$ cat src/hdl/tft_timing_pkg.sv
// Purpose: Constants shared by the TFT panel timing generator.
// Assumes: Byte offsets on an 8-bit register address, 32-bit data.
// Notes:   Timing counts are in pixel clock periods or in lines.
package tft_timing_pkg;

	// ********************************************************
	// Register offsets
	// ********************************************************
	localparam logic [7:0] OFS_PANEL_TYPE   = 8'h0c;
	localparam logic [7:0] OFS_HTOTAL       = 8'h20;
	localparam logic [7:0] OFS_HDISP_PERIOD = 8'h24;
	localparam logic [7:0] OFS_HDISP_START  = 8'h28;
	localparam logic [7:0] OFS_HSYNC        = 8'h2c;
	localparam logic [7:0] OFS_VTOTAL       = 8'h30;
	localparam logic [7:0] OFS_VDISP_PERIOD = 8'h34;
	localparam logic [7:0] OFS_VDISP_START  = 8'h38;
	localparam logic [7:0] OFS_VSYNC        = 8'h3c;
	localparam logic [7:0] OFS_STATUS       = 8'h40;

	// ********************************************************
	// Field positions
	// ********************************************************
	localparam int POS_WIDTH     = 16;
	localparam int POS_POLARITY  = 23;
	localparam int POS_DIRECT    = 4;
	localparam int POS_LINE_STAT = 16;

	// ********************************************************
	// Encodings and reset values
	// ********************************************************
	localparam logic [1:0]  PANEL_TFT       = 2'h1;
	localparam logic [31:0] REG_RESET       = 32'h0000_0000;

	// ********************************************************
	// Timing counts
	// ********************************************************
	localparam logic [11:0] GROUP_PIXELS    = 12'h008;
	localparam logic [11:0] HSTART_ADD      = 12'h001;
	localparam logic [11:0] HDISP_ADD       = 12'h005;
	localparam logic [11:0] DE_MAX_DELAY    = 12'h0fa;
	localparam logic [11:0] AUX3_DELAY      = 12'h004;
	localparam logic [11:0] AUX3_WIDTH      = 12'h001;
	localparam logic [11:0] AUX_LEAD        = 12'h004;
	localparam logic [11:0] AUX_MAIN_WIDTH  = 12'h088;
	localparam logic [11:0] AUX2_LEAD       = 12'h00a;
	localparam logic [11:0] AUX1_ALT_WIDTH  = 12'h030;
	localparam logic [11:0] AUX1_ALT_GAP    = 12'h028;
	localparam logic [11:0] AUX0_ALT_WIDTH  = 12'h018;
	localparam logic [11:0] AUX1_ALT_LINE   = 12'h005;
	localparam logic [11:0] AUX1_ALT_LINES  = 12'h004;
	localparam logic [11:0] AUX0_ALT_LINE   = 12'h028;
	localparam logic [11:0] AUX0_ALT_LINES  = 12'h0a2;

	typedef logic [11:0] cnt_t;

endpackage

$ cat src/hdl/tft_panel_timing_generator.sv
// Purpose: Frame, line, data-enable and shift clock timing for TFT panels,
//          plus per-line auxiliary pulses for direct reflective panels.
// Assumes: Pixel clock arrives as a pin slower than a third of sys_clk.
// Notes:   Panel outputs other than the shift clock step once per sampled pixel clock rise.
//
// Notes on behaviour
// - Vertical total is field plus one lines
// - Vsync starts at field line, no offset
// - Vsync lasts width field plus one lines
// - Vertical display starts at field line
// - Vertical display is field plus one lines
// - Horizontal total is (field plus one) times eight
// - Hsync starts at field plus one pixels
// - Hsync width is field plus one pixels
// - Horizontal display starts at field plus five
// - Display width is (field plus one) times eight
// - Panel type 01 selects TFT timing
// - Polarity bit zero makes syncs active low
// - Data enable follows hsync fall, wrapped delay
// - Data enable lasts display period, then waits
// - Vsync repeats per frame, edge leads hsync edge by the sync start
// - Hsync repeats every horizontal total pixels
// - Shift clock one pixel, even halves, data earlier
// - Aux 3 pulses 4 after hsync rise
// - Aux 1/0 complementary, 136 wide, lead 4
// - Aux 2 toggles 10 before hsync rise
// - Alternate aux timing at lines 5 and 40
// - Alternate aux 1: two 48-pixel pulses
// - Alternate aux 0: 24-pixel low pulse
//
// Chosen here: the address-and-strobe port.
`timescale 1ns/10ps

module tft_panel_timing_generator (
	input  wire logic        sys_clk,
	input  wire logic        rst,
	input  wire logic [7:0]  reg_addr,
	input  wire logic [31:0] reg_wdata,
	input  wire logic        reg_we,
	input  wire logic        reg_re,
	output logic      [31:0] reg_rdata,
	input  wire logic        pixel_clock_in,
	output logic             horizontal_sync_out,
	output logic             vertical_sync_out,
	output logic             data_enable_out,
	output logic             panel_shift_clock,
	output logic             aux_control_0,
	output logic             aux_control_1,
	output logic             aux_control_2,
	output logic             aux_control_3
);

	// ********************************************************
	// State
	// ********************************************************
	typedef struct packed {
		logic [1:0]  panel_type;
		logic        direct_mode;
		logic [6:0]  htotal_f;
		logic [6:0]  hdisp_period_f;
		logic [9:0]  hdisp_start_f;
		logic [9:0]  hsync_start_f;
		logic [6:0]  hsync_width_f;
		logic        hsync_pol;
		logic [9:0]  vtotal_f;
		logic [9:0]  vdisp_period_f;
		logic [9:0]  vdisp_start_f;
		logic [9:0]  vsync_start_f;
		logic [2:0]  vsync_width_f;
		logic        vsync_pol;
		logic        pclk_meta;
		logic        pclk_sync;
		logic        pclk_last;
		logic [11:0] hcnt;
		logic [11:0] vcnt;
		logic        hsync;
		logic        vsync;
		logic        de;
		logic        shift;
		logic [3:0]  aux;
		logic [31:0] rdata;
	} state_s;

	state_s state_q;
	state_s state_d;

	// ********************************************************
	// Helpers
	// ********************************************************
	// Fold a value below twice the total back into range
	function automatic tft_timing_pkg::cnt_t wrap(
		input logic [12:0]          x,
		input tft_timing_pkg::cnt_t total
	);
		if (x >= {1'b0, total}) begin
			wrap = tft_timing_pkg::cnt_t'(x - {1'b0, total});
		end else begin
			wrap = x[11:0];
		end
	endfunction

	// Position offset forward or backward, modulo the total
	function automatic tft_timing_pkg::cnt_t shift_pos(
		input tft_timing_pkg::cnt_t base,
		input tft_timing_pkg::cnt_t fwd,
		input tft_timing_pkg::cnt_t back,
		input tft_timing_pkg::cnt_t total
	);
		tft_timing_pkg::cnt_t s;
		s = wrap({1'b0, base} + {1'b0, total} - {1'b0, back}, total);
		shift_pos = wrap({1'b0, s} + {1'b0, fwd}, total);
	endfunction

	// True while cnt lies in [start, start+len) on a circular count
	function automatic logic in_win(
		input tft_timing_pkg::cnt_t cnt,
		input tft_timing_pkg::cnt_t start,
		input tft_timing_pkg::cnt_t len,
		input tft_timing_pkg::cnt_t total
	);
		tft_timing_pkg::cnt_t d;
		d = wrap({1'b0, cnt} + {1'b0, total} - {1'b0, start}, total);
		in_win = (d < len);
	endfunction

	// ********************************************************
	// Derived timing
	// ********************************************************
	tft_timing_pkg::cnt_t h_total;
	tft_timing_pkg::cnt_t h_sync_at;
	tft_timing_pkg::cnt_t h_sync_len;
	tft_timing_pkg::cnt_t h_de_at;
	tft_timing_pkg::cnt_t h_de_len;
	tft_timing_pkg::cnt_t h_rise;
	tft_timing_pkg::cnt_t aux_at;
	tft_timing_pkg::cnt_t v_total;
	tft_timing_pkg::cnt_t v_line;
	logic                 pix_tick;
	logic                 tft_on;

	// Totals and windows from the programmed fields
	assign h_total    = (12'(state_q.htotal_f) + 12'h001)
	                    * tft_timing_pkg::GROUP_PIXELS;
	assign h_sync_at  = wrap(13'(state_q.hsync_start_f)
	                    + 13'(tft_timing_pkg::HSTART_ADD), h_total);
	assign h_sync_len = 12'(state_q.hsync_width_f) + 12'h001;
	assign h_de_at    = wrap(13'(state_q.hdisp_start_f)
	                    + 13'(tft_timing_pkg::HDISP_ADD), h_total);
	assign h_de_len   = (12'(state_q.hdisp_period_f) + 12'h001)
	                    * tft_timing_pkg::GROUP_PIXELS;
	assign v_total    = 12'(state_q.vtotal_f) + 12'h001;
	// Hsync trailing edge, where the aux pulses are anchored
	assign h_rise     = shift_pos(h_sync_at, h_sync_len, 12'h000, h_total);
	assign aux_at     = shift_pos(h_rise, 12'h000,
	                    tft_timing_pkg::AUX_LEAD, h_total);
	// Lines elapsed since the vsync leading edge
	assign v_line     = shift_pos(state_q.vcnt, 12'h000,
	                    12'(state_q.vsync_start_f), v_total);
	// Edge search reads only the second and third stages
	assign pix_tick   = state_q.pclk_sync & ~state_q.pclk_last;
	assign tft_on     = (state_q.panel_type == tft_timing_pkg::PANEL_TFT);

	// ********************************************************
	// Next state
	// ********************************************************
	always_comb begin
		logic act_h;
		logic act_v;
		logic vis_v;
		logic alt1;
		logic alt0;
		logic a1;
		logic a0;
		act_h = 1'b0;
		act_v = 1'b0;
		vis_v = 1'b0;
		alt1  = 1'b0;
		alt0  = 1'b0;
		a1    = 1'b0;
		a0    = 1'b0;
		state_d = state_q;

		// Pixel clock pin synchroniser
		state_d.pclk_meta = pixel_clock_in;
		state_d.pclk_sync = state_q.pclk_meta;
		state_d.pclk_last = state_q.pclk_sync;

		// Shift clock mirrors the pixel clock; outputs move on its rise,
		// half a period ahead of the fall the panel samples on
		state_d.shift = tft_on & state_q.pclk_sync;

		// Register write port
		if (reg_we) begin
			unique case (reg_addr)
			tft_timing_pkg::OFS_PANEL_TYPE: begin
				state_d.panel_type  = reg_wdata[1:0];
				state_d.direct_mode = reg_wdata[tft_timing_pkg::POS_DIRECT];
			end
			tft_timing_pkg::OFS_HTOTAL: begin
				state_d.htotal_f = reg_wdata[6:0];
			end
			tft_timing_pkg::OFS_HDISP_PERIOD: begin
				state_d.hdisp_period_f = reg_wdata[6:0];
			end
			tft_timing_pkg::OFS_HDISP_START: begin
				state_d.hdisp_start_f = reg_wdata[9:0];
			end
			tft_timing_pkg::OFS_HSYNC: begin
				state_d.hsync_start_f = reg_wdata[9:0];
				state_d.hsync_width_f =
					reg_wdata[tft_timing_pkg::POS_WIDTH +: 7];
				state_d.hsync_pol =
					reg_wdata[tft_timing_pkg::POS_POLARITY];
			end
			tft_timing_pkg::OFS_VTOTAL: begin
				state_d.vtotal_f = reg_wdata[9:0];
			end
			tft_timing_pkg::OFS_VDISP_PERIOD: begin
				state_d.vdisp_period_f = reg_wdata[9:0];
			end
			tft_timing_pkg::OFS_VDISP_START: begin
				state_d.vdisp_start_f = reg_wdata[9:0];
			end
			tft_timing_pkg::OFS_VSYNC: begin
				state_d.vsync_start_f = reg_wdata[9:0];
				state_d.vsync_width_f =
					reg_wdata[tft_timing_pkg::POS_WIDTH +: 3];
				state_d.vsync_pol =
					reg_wdata[tft_timing_pkg::POS_POLARITY];
			end
			default: begin
			end
			endcase
		end

		// Read data stands for one cycle only; unmapped reads give zero
		state_d.rdata = tft_timing_pkg::REG_RESET;
		if (reg_re) begin
			unique case (reg_addr)
			tft_timing_pkg::OFS_PANEL_TYPE: begin
				state_d.rdata[1:0] = state_q.panel_type;
				state_d.rdata[tft_timing_pkg::POS_DIRECT] =
					state_q.direct_mode;
			end
			tft_timing_pkg::OFS_HTOTAL: begin
				state_d.rdata[6:0] = state_q.htotal_f;
			end
			tft_timing_pkg::OFS_HDISP_PERIOD: begin
				state_d.rdata[6:0] = state_q.hdisp_period_f;
			end
			tft_timing_pkg::OFS_HDISP_START: begin
				state_d.rdata[9:0] = state_q.hdisp_start_f;
			end
			tft_timing_pkg::OFS_HSYNC: begin
				state_d.rdata[9:0] = state_q.hsync_start_f;
				state_d.rdata[tft_timing_pkg::POS_WIDTH +: 7] =
					state_q.hsync_width_f;
				state_d.rdata[tft_timing_pkg::POS_POLARITY] =
					state_q.hsync_pol;
			end
			tft_timing_pkg::OFS_VTOTAL: begin
				state_d.rdata[9:0] = state_q.vtotal_f;
			end
			tft_timing_pkg::OFS_VDISP_PERIOD: begin
				state_d.rdata[9:0] = state_q.vdisp_period_f;
			end
			tft_timing_pkg::OFS_VDISP_START: begin
				state_d.rdata[9:0] = state_q.vdisp_start_f;
			end
			tft_timing_pkg::OFS_VSYNC: begin
				state_d.rdata[9:0] = state_q.vsync_start_f;
				state_d.rdata[tft_timing_pkg::POS_WIDTH +: 3] =
					state_q.vsync_width_f;
				state_d.rdata[tft_timing_pkg::POS_POLARITY] =
					state_q.vsync_pol;
			end
			tft_timing_pkg::OFS_STATUS: begin
				state_d.rdata[11:0] = state_q.hcnt;
				state_d.rdata[tft_timing_pkg::POS_LINE_STAT +: 12] =
					state_q.vcnt;
			end
			default: begin
			end
			endcase
		end

		// Timing engine, one step per pixel clock rise
		if (!tft_on) begin
			// Idle panel: counters parked, syncs inactive
			state_d.hcnt  = 12'h000;
			state_d.vcnt  = 12'h000;
			state_d.hsync = ~state_q.hsync_pol;
			state_d.vsync = ~state_q.vsync_pol;
			state_d.de    = 1'b0;
			state_d.aux   = 4'h0;
		end else if (pix_tick) begin
			// Counters wrap at the totals; a shrinking total that
			// leaves a counter past its end restarts it at zero
			if (state_q.hcnt + 12'h001 >= h_total) begin
				state_d.hcnt = 12'h000;
				if (state_q.vcnt + 12'h001 >= v_total) begin
					state_d.vcnt = 12'h000;
				end else begin
					state_d.vcnt = state_q.vcnt + 12'h001;
				end
			end else begin
				state_d.hcnt = state_q.hcnt + 12'h001;
			end

			// Hsync every line, active for its width
			act_h = in_win(state_q.hcnt, h_sync_at,
				h_sync_len, h_total);
			// Vsync whole lines from line hcnt 0, so its edge leads the
			// hsync edge by the sync start
			act_v = in_win(state_q.vcnt, 12'(state_q.vsync_start_f),
				12'(state_q.vsync_width_f) + 12'h001, v_total);
			state_d.hsync = act_h ^ ~state_q.hsync_pol;
			state_d.vsync = act_v ^ ~state_q.vsync_pol;

			// Data enable from display start for the display width;
			// the wrapped window gives the after-sync delay and the
			// trailing gap; keeping the delay under 250 is software's
			vis_v = in_win(state_q.vcnt, 12'(state_q.vdisp_start_f),
				12'(state_q.vdisp_period_f) + 12'h001, v_total);
			state_d.de = vis_v & in_win(state_q.hcnt, h_de_at,
				h_de_len, h_total);

			// Direct reflective panel side pulses
			if (state_q.direct_mode) begin
				alt1 = in_win(v_line, tft_timing_pkg::AUX1_ALT_LINE,
					tft_timing_pkg::AUX1_ALT_LINES, v_total);
				alt0 = in_win(v_line, tft_timing_pkg::AUX0_ALT_LINE,
					tft_timing_pkg::AUX0_ALT_LINES, v_total);
				if (alt1) begin
					// Two pulses, the gap counted between them
					a1 = in_win(state_q.hcnt, aux_at,
						tft_timing_pkg::AUX1_ALT_WIDTH, h_total)
					   | in_win(state_q.hcnt,
						shift_pos(aux_at,
						tft_timing_pkg::AUX1_ALT_WIDTH
						+ tft_timing_pkg::AUX1_ALT_GAP,
						12'h000, h_total),
						tft_timing_pkg::AUX1_ALT_WIDTH, h_total);
				end else begin
					a1 = in_win(state_q.hcnt, aux_at,
						tft_timing_pkg::AUX_MAIN_WIDTH, h_total);
				end
				if (alt0) begin
					a0 = ~in_win(state_q.hcnt, aux_at,
						tft_timing_pkg::AUX0_ALT_WIDTH, h_total);
				end else begin
					a0 = ~in_win(state_q.hcnt, aux_at,
						tft_timing_pkg::AUX_MAIN_WIDTH, h_total);
				end
				state_d.aux[0] = a0;
				state_d.aux[1] = a1;
				if (state_q.hcnt == shift_pos(h_rise, 12'h000,
					tft_timing_pkg::AUX2_LEAD, h_total)) begin
					state_d.aux[2] = ~state_q.aux[2];
				end
				state_d.aux[3] = in_win(state_q.hcnt,
					shift_pos(h_rise, tft_timing_pkg::AUX3_DELAY,
					12'h000, h_total),
					tft_timing_pkg::AUX3_WIDTH, h_total);
			end else begin
				state_d.aux = 4'h0;
			end
		end
	end

	// ********************************************************
	// Registers
	// ********************************************************
	// Constant reset image; fields clear, timing idle
	always_ff @(posedge sys_clk or posedge rst) begin
		if (rst) begin
			state_q <= '0;
		end else begin
			state_q <= state_d;
		end
	end

	// ********************************************************
	// Outputs
	// ********************************************************
	// All straight from flip-flops; syncs read low while in reset
	assign reg_rdata           = state_q.rdata;
	assign horizontal_sync_out = state_q.hsync;
	assign vertical_sync_out   = state_q.vsync;
	assign data_enable_out     = state_q.de;
	assign panel_shift_clock   = state_q.shift;
	assign aux_control_0       = state_q.aux[0];
	assign aux_control_1       = state_q.aux[1];
	assign aux_control_2       = state_q.aux[2];
	assign aux_control_3       = state_q.aux[3];

endmodule

$ cat config.mk
export PLATFORM = sky130hd
export DESIGN_NAME = tft_panel_timing_generator
export DESIGN_NICKNAME = d
export VERILOG_FILES = /design/src/hdl/tft_timing_pkg.sv /design/src/hdl/tft_panel_timing_generator.sv
export SDC_FILE = /design/constraint.sdc
export NUM_CORES = 1
export LEC_CHECK = 0
export BUFFER_PORTS_ARGS = -buffer_cell sky130_fd_sc_hd__buf_2
export CELL_PAD_IN_SITES_DETAIL_PLACEMENT = 1
export CELL_PAD_IN_SITES_GLOBAL_PLACEMENT = 1
export CORE_MARGIN = 2
export CORE_UTILIZATION = 45
export DETAILED_ROUTE_END_ITERATION = 8
export PLACE_DENSITY_LB_ADDON = 0.1
export SLEW_MARGIN = 20
export SYNTH_ARGS = -nofsm -noshare
export SYNTH_HDL_FRONTEND = slang
export SYNTH_SLANG_ARGS = --single-unit
$ cat constraint.sdc
create_clock -name sys_clk -period 24.9 [get_ports sys_clk]
set_input_delay 0 -clock sys_clk [delete_from_list [all_inputs] [get_ports sys_clk]]
set_output_delay 0 -clock sys_clk [all_outputs]
set_load 0.05 [all_outputs]
Word-level counts from Yosys, hierarchy flattened

Index checks and enable logic that the tools add are counted.

Register bits after elaboration: 148
Logic and storage cells: 254
Output and inout bits: 40

Eq/ne operators: 15
Multiplexer cells: 102
$add $sub $neg: 52
Order comparisons: 36
Reduce and logical (&&, ||, !) cells: 11
Bitwise operators: 12

Operators by type and width:

| kind                                                         | number |
|---|---|
| 2-to-1 mux 12 bit                                            | 84 |
| subtractor 12 x 11 -> 12 bit                                 | 20 |
| greater-or-equal comparator 13 x 11 -> 1 bit                 | 17 |
| adder 12 x 11 -> 13 bit                                      | 6 |
| subtractor 13 x 12 -> 13 bit                                 | 5 |
| == test 8 x 6 -> 1 bit (second input constant)               | 8 |
| greater-or-equal comparator 12 x 11 -> 1 bit                 | 5 |
| 2-to-1 mux 27 bit                                            | 2 |
| less-than comparator 12 x 8 -> 1 bit (second input constant) | 3 |
| one-hot mux 2 bit (9 select lines)                           | 2 |
| adder 10 x 1 -> 11 bit (second input constant)               | 3 |
| subtractor 13 x 10 -> 13 bit                                 | 2 |
| subtractor 13 x 3 -> 13 bit (second input constant)          | 2 |
| adder 12 x 1 -> 12 bit (second input constant)               | 2 |
| adder 7 x 1 -> 8 bit (second input constant)                 | 3 |
| less-than comparator 12 x 11 -> 1 bit                        | 2 |
| less-than comparator 12 x 6 -> 1 bit (second input constant) | 2 |
| subtractor 11 x 11 -> 12 bit                                 | 2 |
| greater-or-equal comparator 11 bit                           | 2 |
| AND reduction 2 bit                                          | 11 |
| one-hot mux 3 bit (7 select lines)                           | 1 |
| one-hot mux 2 bit (10 select lines)                          | 1 |
| 2-to-1 mux 4 bit                                             | 4 |
| adder 12 x 3 -> 13 bit (second input constant)               | 1 |
| 28 further kinds                                             | 38 |

Longest topological paths before layout

Gate-level depths: netlist of run 1.

Depth after elaboration: 42
Mapped depth: 125

Least setup slack after synthesis of run 1

Ideal clock, no wire load.

Path kind: reg-to-reg
Start point: register state_q[147] in the netlist's numbering
End point: register state_q, in the netlist aux_control_1
Slack: 0.979 ns
Cell stages (with the launch flop): 116
Arrival: 23.838 ns
Data required time: 24.817 ns
Setup time: 0.083 ns
Path buffers: 3
Period minus slack after synthesis: 23.921 ns
Path through: dfrtp_1 -> ha_1 -> inv_1 -> ha_1 -> nor2b_1 -> o31a_1 -> o31a_1 -> nor2_1 -> mux2i_1 -> ha_1 -> inv_1 -> fa_1 -> nand2b_1 -> nand2b_1 -> a21oi_1 -> xnor2_1 -> ha_1 -> o21a_1 -> [... 80 more ...] -> nand2_1 -> nand2_1 -> xor2_1 -> ha_1 -> a21o_1 -> a21oi_1 -> nor2_1 -> o21a_1 -> o21a_1 -> o21ai_0 -> nand2b_1 -> a2111oi_0 -> nand2_1 -> nor4_1 -> o21ai_0 -> o211ai_1 -> mux2i_1 -> o21ai_0

Longest elaborated chain between the ends: 42

Ends and longest elaborated chain:

| what                                                                                         | line                                                               | RTL |
|---|---|---|
| start, declared                                                                              | tft_panel_timing_generator.sv:84                                   | `state_s state_q;` |
| start signal, assigned                                                                       | tft_panel_timing_generator.sv:379                                  | `state_q <= state_d;` |
| adder 7 x 1 -> 8 bit *                                                                       | tft_panel_timing_generator.sv:142                                  | `assign h_total = (12'(state_q.htotal_f) + 12'h001)` |
| subtractor 11 x 11 -> 12 bit or greater-or-equal comparator 11 bit (tied branches)           | tft_panel_timing_generator.sv:96, tft_panel_timing_generator.sv:95 |  |
| 2-to-1 mux 12 bit                                                                            | tft_panel_timing_generator.sv:95                                   | `if (x >= {1'b0, total}) begin` |
| adder 12 x 11 -> 13 bit                                                                      | tft_panel_timing_generator.sv:110                                  | `s = wrap({1'b0, base} + {1'b0, total} - {1'b0, back}, total);` |
| subtractor 12 x 11 -> 12 bit or greater-or-equal comparator 13 x 11 -> 1 bit (tied branches) | tft_panel_timing_generator.sv:96, tft_panel_timing_generator.sv:95 |  |
| 2-to-1 mux 12 bit                                                                            | tft_panel_timing_generator.sv:95                                   |  |
| adder 12 x 8 -> 13 bit                                                                       | tft_panel_timing_generator.sv:111                                  | `shift_pos = wrap({1'b0, s} + {1'b0, fwd}, total);` |
| subtractor 12 x 11 -> 12 bit or greater-or-equal comparator 13 x 11 -> 1 bit (tied branches) | tft_panel_timing_generator.sv:96, tft_panel_timing_generator.sv:95 |  |
| [... 26 more ...]                                                                            | -                                                                  |  |
| 2-to-1 mux 12 bit                                                                            | tft_panel_timing_generator.sv:296                                  | `end else if (pix_tick) begin` |
| 2-to-1 mux 12 bit                                                                            | tft_panel_timing_generator.sv:288                                  | `if (!tft_on) begin` |
| less-than comparator 12 x 6 -> 1 bit                                                         | tft_panel_timing_generator.sv:123                                  | `in_win = (d < len);` |
| bitwise OR 1 bit                                                                             | tft_panel_timing_generator.sv:338                                  | `\| in_win(state_q.hcnt,` |
| 2-to-1 mux 1 bit *                                                                           | tft_panel_timing_generator.sv:334                                  | `if (alt1) begin` |
| 2-to-1 mux 4 bit *                                                                           | tft_panel_timing_generator.sv:329                                  | `if (state_q.direct_mode) begin` |
| 2-to-1 mux 4 bit *                                                                           | tft_panel_timing_generator.sv:296                                  |  |
| 2-to-1 mux 4 bit *                                                                           | tft_panel_timing_generator.sv:288                                  |  |

Mark *: on every way between the ends. The rest lies on a longest branch, timed or not. The select of a mux whose other input is x is not followed.
A chain may end at the register's enable or synchronous reset.

Worst setup path in the final report of run 1

Start point: register state_q[121] in the netlist's numbering
End point: register state_q, in the netlist aux_control_1

Longest elaborated chain between the ends: 42

Ends and longest elaborated chain:

| what                                                                                         | line                                                               | RTL |
|---|---|---|
| adder 10 x 1 -> 11 bit *                                                                     | tft_panel_timing_generator.sv:145                                  | `+ 13'(tft_timing_pkg::HSTART_ADD), h_total);` |
| subtractor 11 x 11 -> 12 bit or greater-or-equal comparator 11 bit (tied branches)           | tft_panel_timing_generator.sv:96, tft_panel_timing_generator.sv:95 |  |
| 2-to-1 mux 12 bit *                                                                          | tft_panel_timing_generator.sv:95                                   |  |
| adder 12 x 11 -> 13 bit *                                                                    | tft_panel_timing_generator.sv:110                                  |  |
| subtractor 12 x 11 -> 12 bit or greater-or-equal comparator 13 x 11 -> 1 bit (tied branches) | tft_panel_timing_generator.sv:96, tft_panel_timing_generator.sv:95 |  |
| 2-to-1 mux 12 bit *                                                                          | tft_panel_timing_generator.sv:95                                   |  |
| adder 12 x 8 -> 13 bit *                                                                     | tft_panel_timing_generator.sv:111                                  |  |
| subtractor 12 x 11 -> 12 bit or greater-or-equal comparator 13 x 11 -> 1 bit (tied branches) | tft_panel_timing_generator.sv:96, tft_panel_timing_generator.sv:95 |  |
| [... 26 more ...]                                                                            | -                                                                  |  |
| 2-to-1 mux 12 bit                                                                            | tft_panel_timing_generator.sv:296                                  |  |
| 2-to-1 mux 12 bit                                                                            | tft_panel_timing_generator.sv:288                                  |  |
| less-than comparator 12 x 6 -> 1 bit                                                         | tft_panel_timing_generator.sv:123                                  |  |
| bitwise OR 1 bit                                                                             | tft_panel_timing_generator.sv:338                                  |  |
| 2-to-1 mux 1 bit *                                                                           | tft_panel_timing_generator.sv:334                                  |  |
| 2-to-1 mux 4 bit *                                                                           | tft_panel_timing_generator.sv:329                                  |  |
| 2-to-1 mux 4 bit *                                                                           | tft_panel_timing_generator.sv:296                                  |  |
| 2-to-1 mux 4 bit *                                                                           | tft_panel_timing_generator.sv:288                                  |  |

Marks and branches as above.

==> results of run 1 <==
-- worst max-delay path: cells and delay by family, from the launching register on --
family	cells	cell delay [ps]
fa+ha+maj	15	4660
buf+inv	5	620
simple gates	42	7290
flops	1	470
xor+xnor	8	1380
mux	8	2110
compound gates	37	7090
-- state kept, by name, summed over array words and instances (netlist names) --
signal,cells
vertical_sync_out,1
panel_shift_clock,1
aux_control_0,1
data_enable_out,1
aux_control_2,1
horizontal_sync_out,1
aux_control_1,1
reg_rdata,24
aux_control_3,1
state_q,114
state_d,2
-- metrics by stage --
stage | hold slack (ps) | instance area (um2)
floorplan | 31.4 | 25400
global placement | 108 | 26700
detailed placement | 110 | 26700
CTS | 19.6 | 27600
global route | 42.7 | 28100
finish | 46.1 | 28100
-- cell type report --
cell class	count	area [um2]
Fill cell	6750	28000
Timing Repair Buffer	170	1180
Tap cell	756	946
Clock inverter	15	206
Clock buffer	17	425
Inverter	253	955
Multi-Input combinational cell	2624	20700
Sequential cell	148	3710
-- layout by cell type (no fill, tap or decap), types with 85 or more instances in the layout --
cell type                 synthesis  final
sky130_fd_sc_hd__xnor2_1        228    215
sky130_fd_sc_hd__ha_1           397    390
sky130_fd_sc_hd__xor2_1         132    128
sky130_fd_sc_hd__inv_1          252    250
sky130_fd_sc_hd__nand2_1        196    196
sky130_fd_sc_hd__o21ai_0        182    178
sky130_fd_sc_hd__dfrtp_1        148    145
sky130_fd_sc_hd__a21oi_1        223    208
sky130_fd_sc_hd__nor2_1         204    196
sky130_fd_sc_hd__a21o_1         113    113
sky130_fd_sc_hd__mux2_2         132    132
sky130_fd_sc_hd__buf_4           34     85
-- timing repair --
item                       CTS  global route
gates resized for setup      6            66
hold buffers                20             0
setup endpoints to repair    1             1
pin swaps                    1            15
setup buffers                1            26
hold endpoints to repair   167             0
-- metal layers --
layer  part of all wire [%]  up-vias
met5                      0        -
met4                    4.1        0
met3                    2.8      160
met2                     50      489
met1                     43    12100
li1                       -    11400
-- cell families (layout without fill, tap and decap cells) --
logic type                 Yosys count  after routing  synth area share (%)
AOI/OAI and AO/OA                  826            826                  21.2
xor gates and xnor gates           361            361                  12.5
adders and majority gates          430            430                  22.2
buffers and inverters              333            455                  5.44
DFF                                148            148                  14.6
muxes                              186            186                  8.12
other                                1              8                0.0148
and+or+nand+nor                    813            813                  15.9
-- worst max path at each step --
| stage | from | to | slack, ps | cells after the start |
|---|---|---|---|---|
| after floorplan | state_q[147]$_DFFE_PP0P_ | aux_control_1$_DFFE_PP0P_ | 980 | 115 |
| after CTS | state_q[146]$_DFFE_PP0P_ | aux_control_1$_DFFE_PP0P_ | 50 | 117 |
| final | state_q[121]$_DFFE_PP0P_ | aux_control_1$_DFFE_PP0P_ | 1140 | 115 |
| after detailed placement | state_q[146]$_DFFE_PP0P_ | aux_control_1$_DFFE_PP0P_ | -380 | 117 |
| after global placement | state_q[146]$_DFFE_PP0P_ | aux_control_1$_DFFE_PP0P_ | 810 | 116 |
| after global routing | state_q[121]$_DFFE_PP0P_ | aux_control_1$_DFFE_PP0P_ | -300 | 116 |
==> results.cfg, run 1 <==
[detailed_routing]
drcViolationCount = 0
drtPass1Iterations = 7
antenna_violating_nets_post_route = 0
num_vias = 24100
drt-wirelength-per-cell_um = 23.3
detail_route.vias_per_cell = 6.04
drt_first_iter_violations = 1173
routed_wl_um = 92900

[setup_path]
critPathCaptureType = flip-flop
required_ps = 25270
reg2regPathDepth = 115
cp_slowest_stage_delay_ps = 480
r2r_slack_ps = 1140
crit-reg2reg-capture = aux_control_1$_DFFE_PP0P_
critical_path_class = reg -> reg
critical_path.reg2reg.startpoint = state_q[121]$_DFFE_PP0P_
critPathSlowestCell = sky130_fd_sc_hd__or4_1
critical_path_peak_fanout = 10
timing.critical_path.arrival_ps = 24130
crit_path_start_kind = flip-flop
cp_common_cell = sky130_fd_sc_hd__ha_1

[hold_path]
holdCritPathClass = in -> reg
hold_path_startpoint = reg_re
min_path_cells = 2
holdPathEnd = reg_rdata[21]$_DFF_PP0_

[timing]
setup_viol = 0
hold_viol_final = 0
tightest_slew_margin_relative_to_the_limit_pct = 25.8
drv_slew = 0
setup_total_negative_slack_ps = 0
achievable-frequency_mhz = 42.1
setup_slack_ps = 1140
transition_at_the_pin_with_the_smallest_max_transition_slack_ps = 1110
clock-skew-final_ps = 14.1
final_period_utilization_pct = 95.4
fin_crit_ps = 23760

[clocking]
clk-insertion-delay-late_ps = 460
clock_sink_count = 148
clock_input_transition_at_the_sequential_cells_of_the_worst_setup_and_hold_paths_ps = 80
cts_tree = built
number_of_cts_inserted_buffers = 17
clk_root_buffer_cell = sky130_fd_sc_hd__clkbuf_16
max-clock-path-buffers = 2
cts_h_tree_depth = 4

[placed_design]
dp.final_hpwl_um = 74100
preCtsSetupSlack_ps = -382
gp_congestion = 0.901
place_inst = 3904
portBuffers = 62

[synthesis]
yosys.cell_count.top_type = sky130_fd_sc_hd__ha_1
synthDominantCellAreaShare_pct = 19.6
synthTopCellsByArea = sky130_fd_sc_hd__ha_1, sky130_fd_sc_hd__dfrtp_1, sky130_fd_sc_hd__xnor2_1
synth_async_sr_flop_share_pct = 100
synth_cell_type_count = 88
netlist.top_cell.by_area = sky130_fd_sc_hd__ha_1
synth_edf_count = 0
yosys_register_bits = 148
syn_avg_cell_area_um2 = 8.19
synthesis.area_mm2 = 0.0254
yosysSeqAreaShare_pct = 14.6
synth_commonest_cells = sky130_fd_sc_hd__ha_1, sky130_fd_sc_hd__inv_1, sky130_fd_sc_hd__xnor2_1, sky130_fd_sc_hd__a21oi_1, sky130_fd_sc_hd__nor2_1
postSynthCellCount = 3098
ys_dominant_reg_cell = sky130_fd_sc_hd__dfrtp_1
yosys_warnings = 0

[grt]
first_global_vias = 24900
grtUsageMet3_pct = 2.06
gr-usage-met1_pct = 38.6
grt_overflow_total = 0
global_route.peak_usage_layer = met2
pin_count_of_the_biggest_net_entering_global_routing = 81
global_route.usage.met2_pct = 56.7
number_of_antenna_violations_at_the_first_check_in_global_routing = 1
grt_first_pass_wirelength_um = 141000
globalRouteTotalUtil_pct = 31.3

[flow_run]
max_cap_viol_count = 0

[cells_and_area]
post_route_cells_drive_above_1_share_pct = 13.0
area_growth_synth_to_finish_pct = 10.8
fin_cells = 3983
n_antenna_cell = 0
final_core_util_pct = 50.1
layout.nets = 3689

[die]
floorplan.rows = 87
die_width_um = 241
placeableCoreArea_mm2 = 0.0561
dieArea_mm2 = 0.0583
die_height_um = 241
initial_core_util_pct = 45.2
io-pin-count = 85

[outcome]
result_of_the_run = finished clean
Power of run 1 is not shown: default switching activity piles up to over one toggle a cycle in this logic, so the estimate is an artifact.
==> run 2, diff against run 1 <==
--- a/config.mk
+++ b/config.mk
@@ -11,7 +11,8 @@
 export CORE_MARGIN = 2
 export CORE_UTILIZATION = 45
 export DETAILED_ROUTE_END_ITERATION = 8
-export PLACE_DENSITY_LB_ADDON = 0.1
+export PLACE_DENSITY_LB_ADDON = 0.12
+export RECOVER_POWER = 50
 export SLEW_MARGIN = 20
 export SYNTH_ARGS = -nofsm -noshare
 export SYNTH_HDL_FRONTEND = slang
==> results.cfg, run 2 (synthesized netlist as in run 1, its figures left out) <==
[grt]
globalRouteTotalUtil_pct = 31.4
grt_overflow_total = 0
number_of_antenna_violations_at_the_first_check_in_global_routing = 0
pin_count_of_the_biggest_net_entering_global_routing = 80
first_global_vias = 24700
grt_first_pass_wirelength_um = 141000

[timing]
tightest_slew_margin_relative_to_the_limit_pct = -135
transition_at_the_pin_with_the_smallest_max_transition_slack_ps = 3510
hold_viol_final = 0
drv_slew = 108
achievable-frequency_mhz = 42.8
hold_slack_ps = 35.7
final_period_utilization_pct = 93.8
fin_crit_ps = 23350
clock-skew-final_ps = 10.3
setup_viol = 0

[die]
die_height_um = 241
floorplan.rows = 87
placeableCoreArea_mm2 = 0.0561
dieArea_mm2 = 0.0583
die_width_um = 241
initial_core_util_pct = 45.2
io-pin-count = 85

[setup_path]
required_ps = 25270
critical_path_class = reg -> reg
cp_top_family = simple AND/OR/NAND/NOR gates
crit_buf_inv = 6
cp_common_cell = sky130_fd_sc_hd__ha_1
critPathSlowestCell = sky130_fd_sc_hd__or4_1
critPathCaptureType = flip-flop
timing.critical_path.arrival_ps = 23720
crit_path_start_kind = flip-flop
cp_slowest_stage_delay_ps = 590
critical_path_peak_fanout = 9

[cells_and_area]
layout.nets = 3679
largest_register_ffs = 114
largest-register = state_q
layout_common_cells = sky130_fd_sc_hd__ha_1, sky130_fd_sc_hd__inv_1, sky130_fd_sc_hd__xnor2_1
post_route_cells_drive_above_1_share_pct = 11.3
post-route-cell-area_mm2 = 0.0278
area_growth_synth_to_finish_pct = 9.79
most_common_cell_after_layout_fill_and_taps_aside = sky130_fd_sc_hd__ha_1

[placed_design]
portBuffers = 62
post_dp_cell_area_mm2 = 0.0267
gp_congestion = 0.926
dp.final_hpwl_um = 74200

[clocking]
clock_input_transition_at_the_sequential_cells_of_the_worst_setup_and_hold_paths_ps = 70
cts_tree = built
max-clock-path-buffers = 2
clk-insertion-delay-late_ps = 450
cts_h_tree_depth = 4
clock_sink_count = 148
clk_root_buffer_cell = sky130_fd_sc_hd__clkbuf_16
number_of_cts_inserted_buffers = 17

[flow_run]
max_cap_viol_count = 2

[detailed_routing]
num_vias = 24100
drcViolationCount = 0
detail_route.vias_per_cell = 6.07
routed_wl_um = 92700
drtPass1Iterations = 5
antenna_violating_nets_post_route = 0
drt_first_iter_violations = 1378
drt-wirelength-per-cell_um = 23.3

[hold_path]
holdCritPathClass = in -> reg

[outcome]
violations = max-capacitance violations, max-slew violations
result_of_the_run = finished, violations left
==> run 2: changes by cell type in the layout (fill, tap and decap cells not counted), moves of 3 or more <==
cell                       before  now
sky130_fd_sc_hd__clkbuf_1       0   41
sky130_fd_sc_hd__buf_6          3    0
sky130_fd_sc_hd__buf_4         85   75
sky130_fd_sc_hd__clkinv_8       8    1
sky130_fd_sc_hd__buf_2         62   26
sky130_fd_sc_hd__ha_1         390  393
==> run 2: worst paths after layout <==
kind                                          startpoint                   endpoint  slack (ps)  cells after the start
worst max-delay path            state_q[122]$_DFFE_PP0P_  aux_control_1$_DFFE_PP0P_        1550                    115
worst min-delay path                        reg_wdata[0]    state_q[91]$_DFFE_PP0P_          40                      2
worst max register to register  state_q[122]$_DFFE_PP0P_  aux_control_1$_DFFE_PP0P_        1550                    115
worst min register to register     state_d[65]$_DFF_PP0_      state_d[64]$_DFF_PP0_         360                      0
max in group asynchronous                            rst    state_q[45]$_DFFE_PP0P_       21680                      4
min in group asynchronous                            rst   state_q[152]$_DFFE_PP0P_        1120                      3
==> run 2: routing by layer <==
metal	track usage [%]	up-vias	part of all wire, %
met5	0	-	0
met4	13.2	0	4.5
met2	55.0	579	48
met1	39.6	12000	43
li1	-	11300	-
met3	2.67	180	4.0
==> run 2: final cells by class <==
type | instances | area (um2)
antenna | 1 | 2.50
clock buffer | 18 | 429
clock inverter | 14 | 181
inverter | 253 | 951
sequential | 148 | 3710
multi-input combinational | 2624 | 20600
tap | 756 | 946
timing repair buffer | 160 | 1030
fill | 6830 | 28200
==> run 2: per-stage QoR <==
stage          worst slack [ps]  setup TNS [ps]  instances  util, %
5_1_grt                    -221            -221       3973     49.7
2_1_floorplan               979               0       3105        -
4_1_cts                     132               0       3952     49.0
3_5_place_dp               33.1               0       3900     47.6
6_report                   1550               0       3974     49.7
3_3_place_gp               1030               0       3900     47.6
==> run 2: timing repair <==
| action | CTS | global route |
|---|---|---|
| gates cloned | 0 | 0 |
| hold buffers | 19 | 0 |
| resized for setup | 1 | 57 |
| endpoints found under the setup margin | 1 | 1 |
| pin swaps | 0 | 16 |
| hold endpoints to repair | 159 | 0 |
| buffers inserted | 1 | 21 |
Power of run 2 is left out for the same reason.
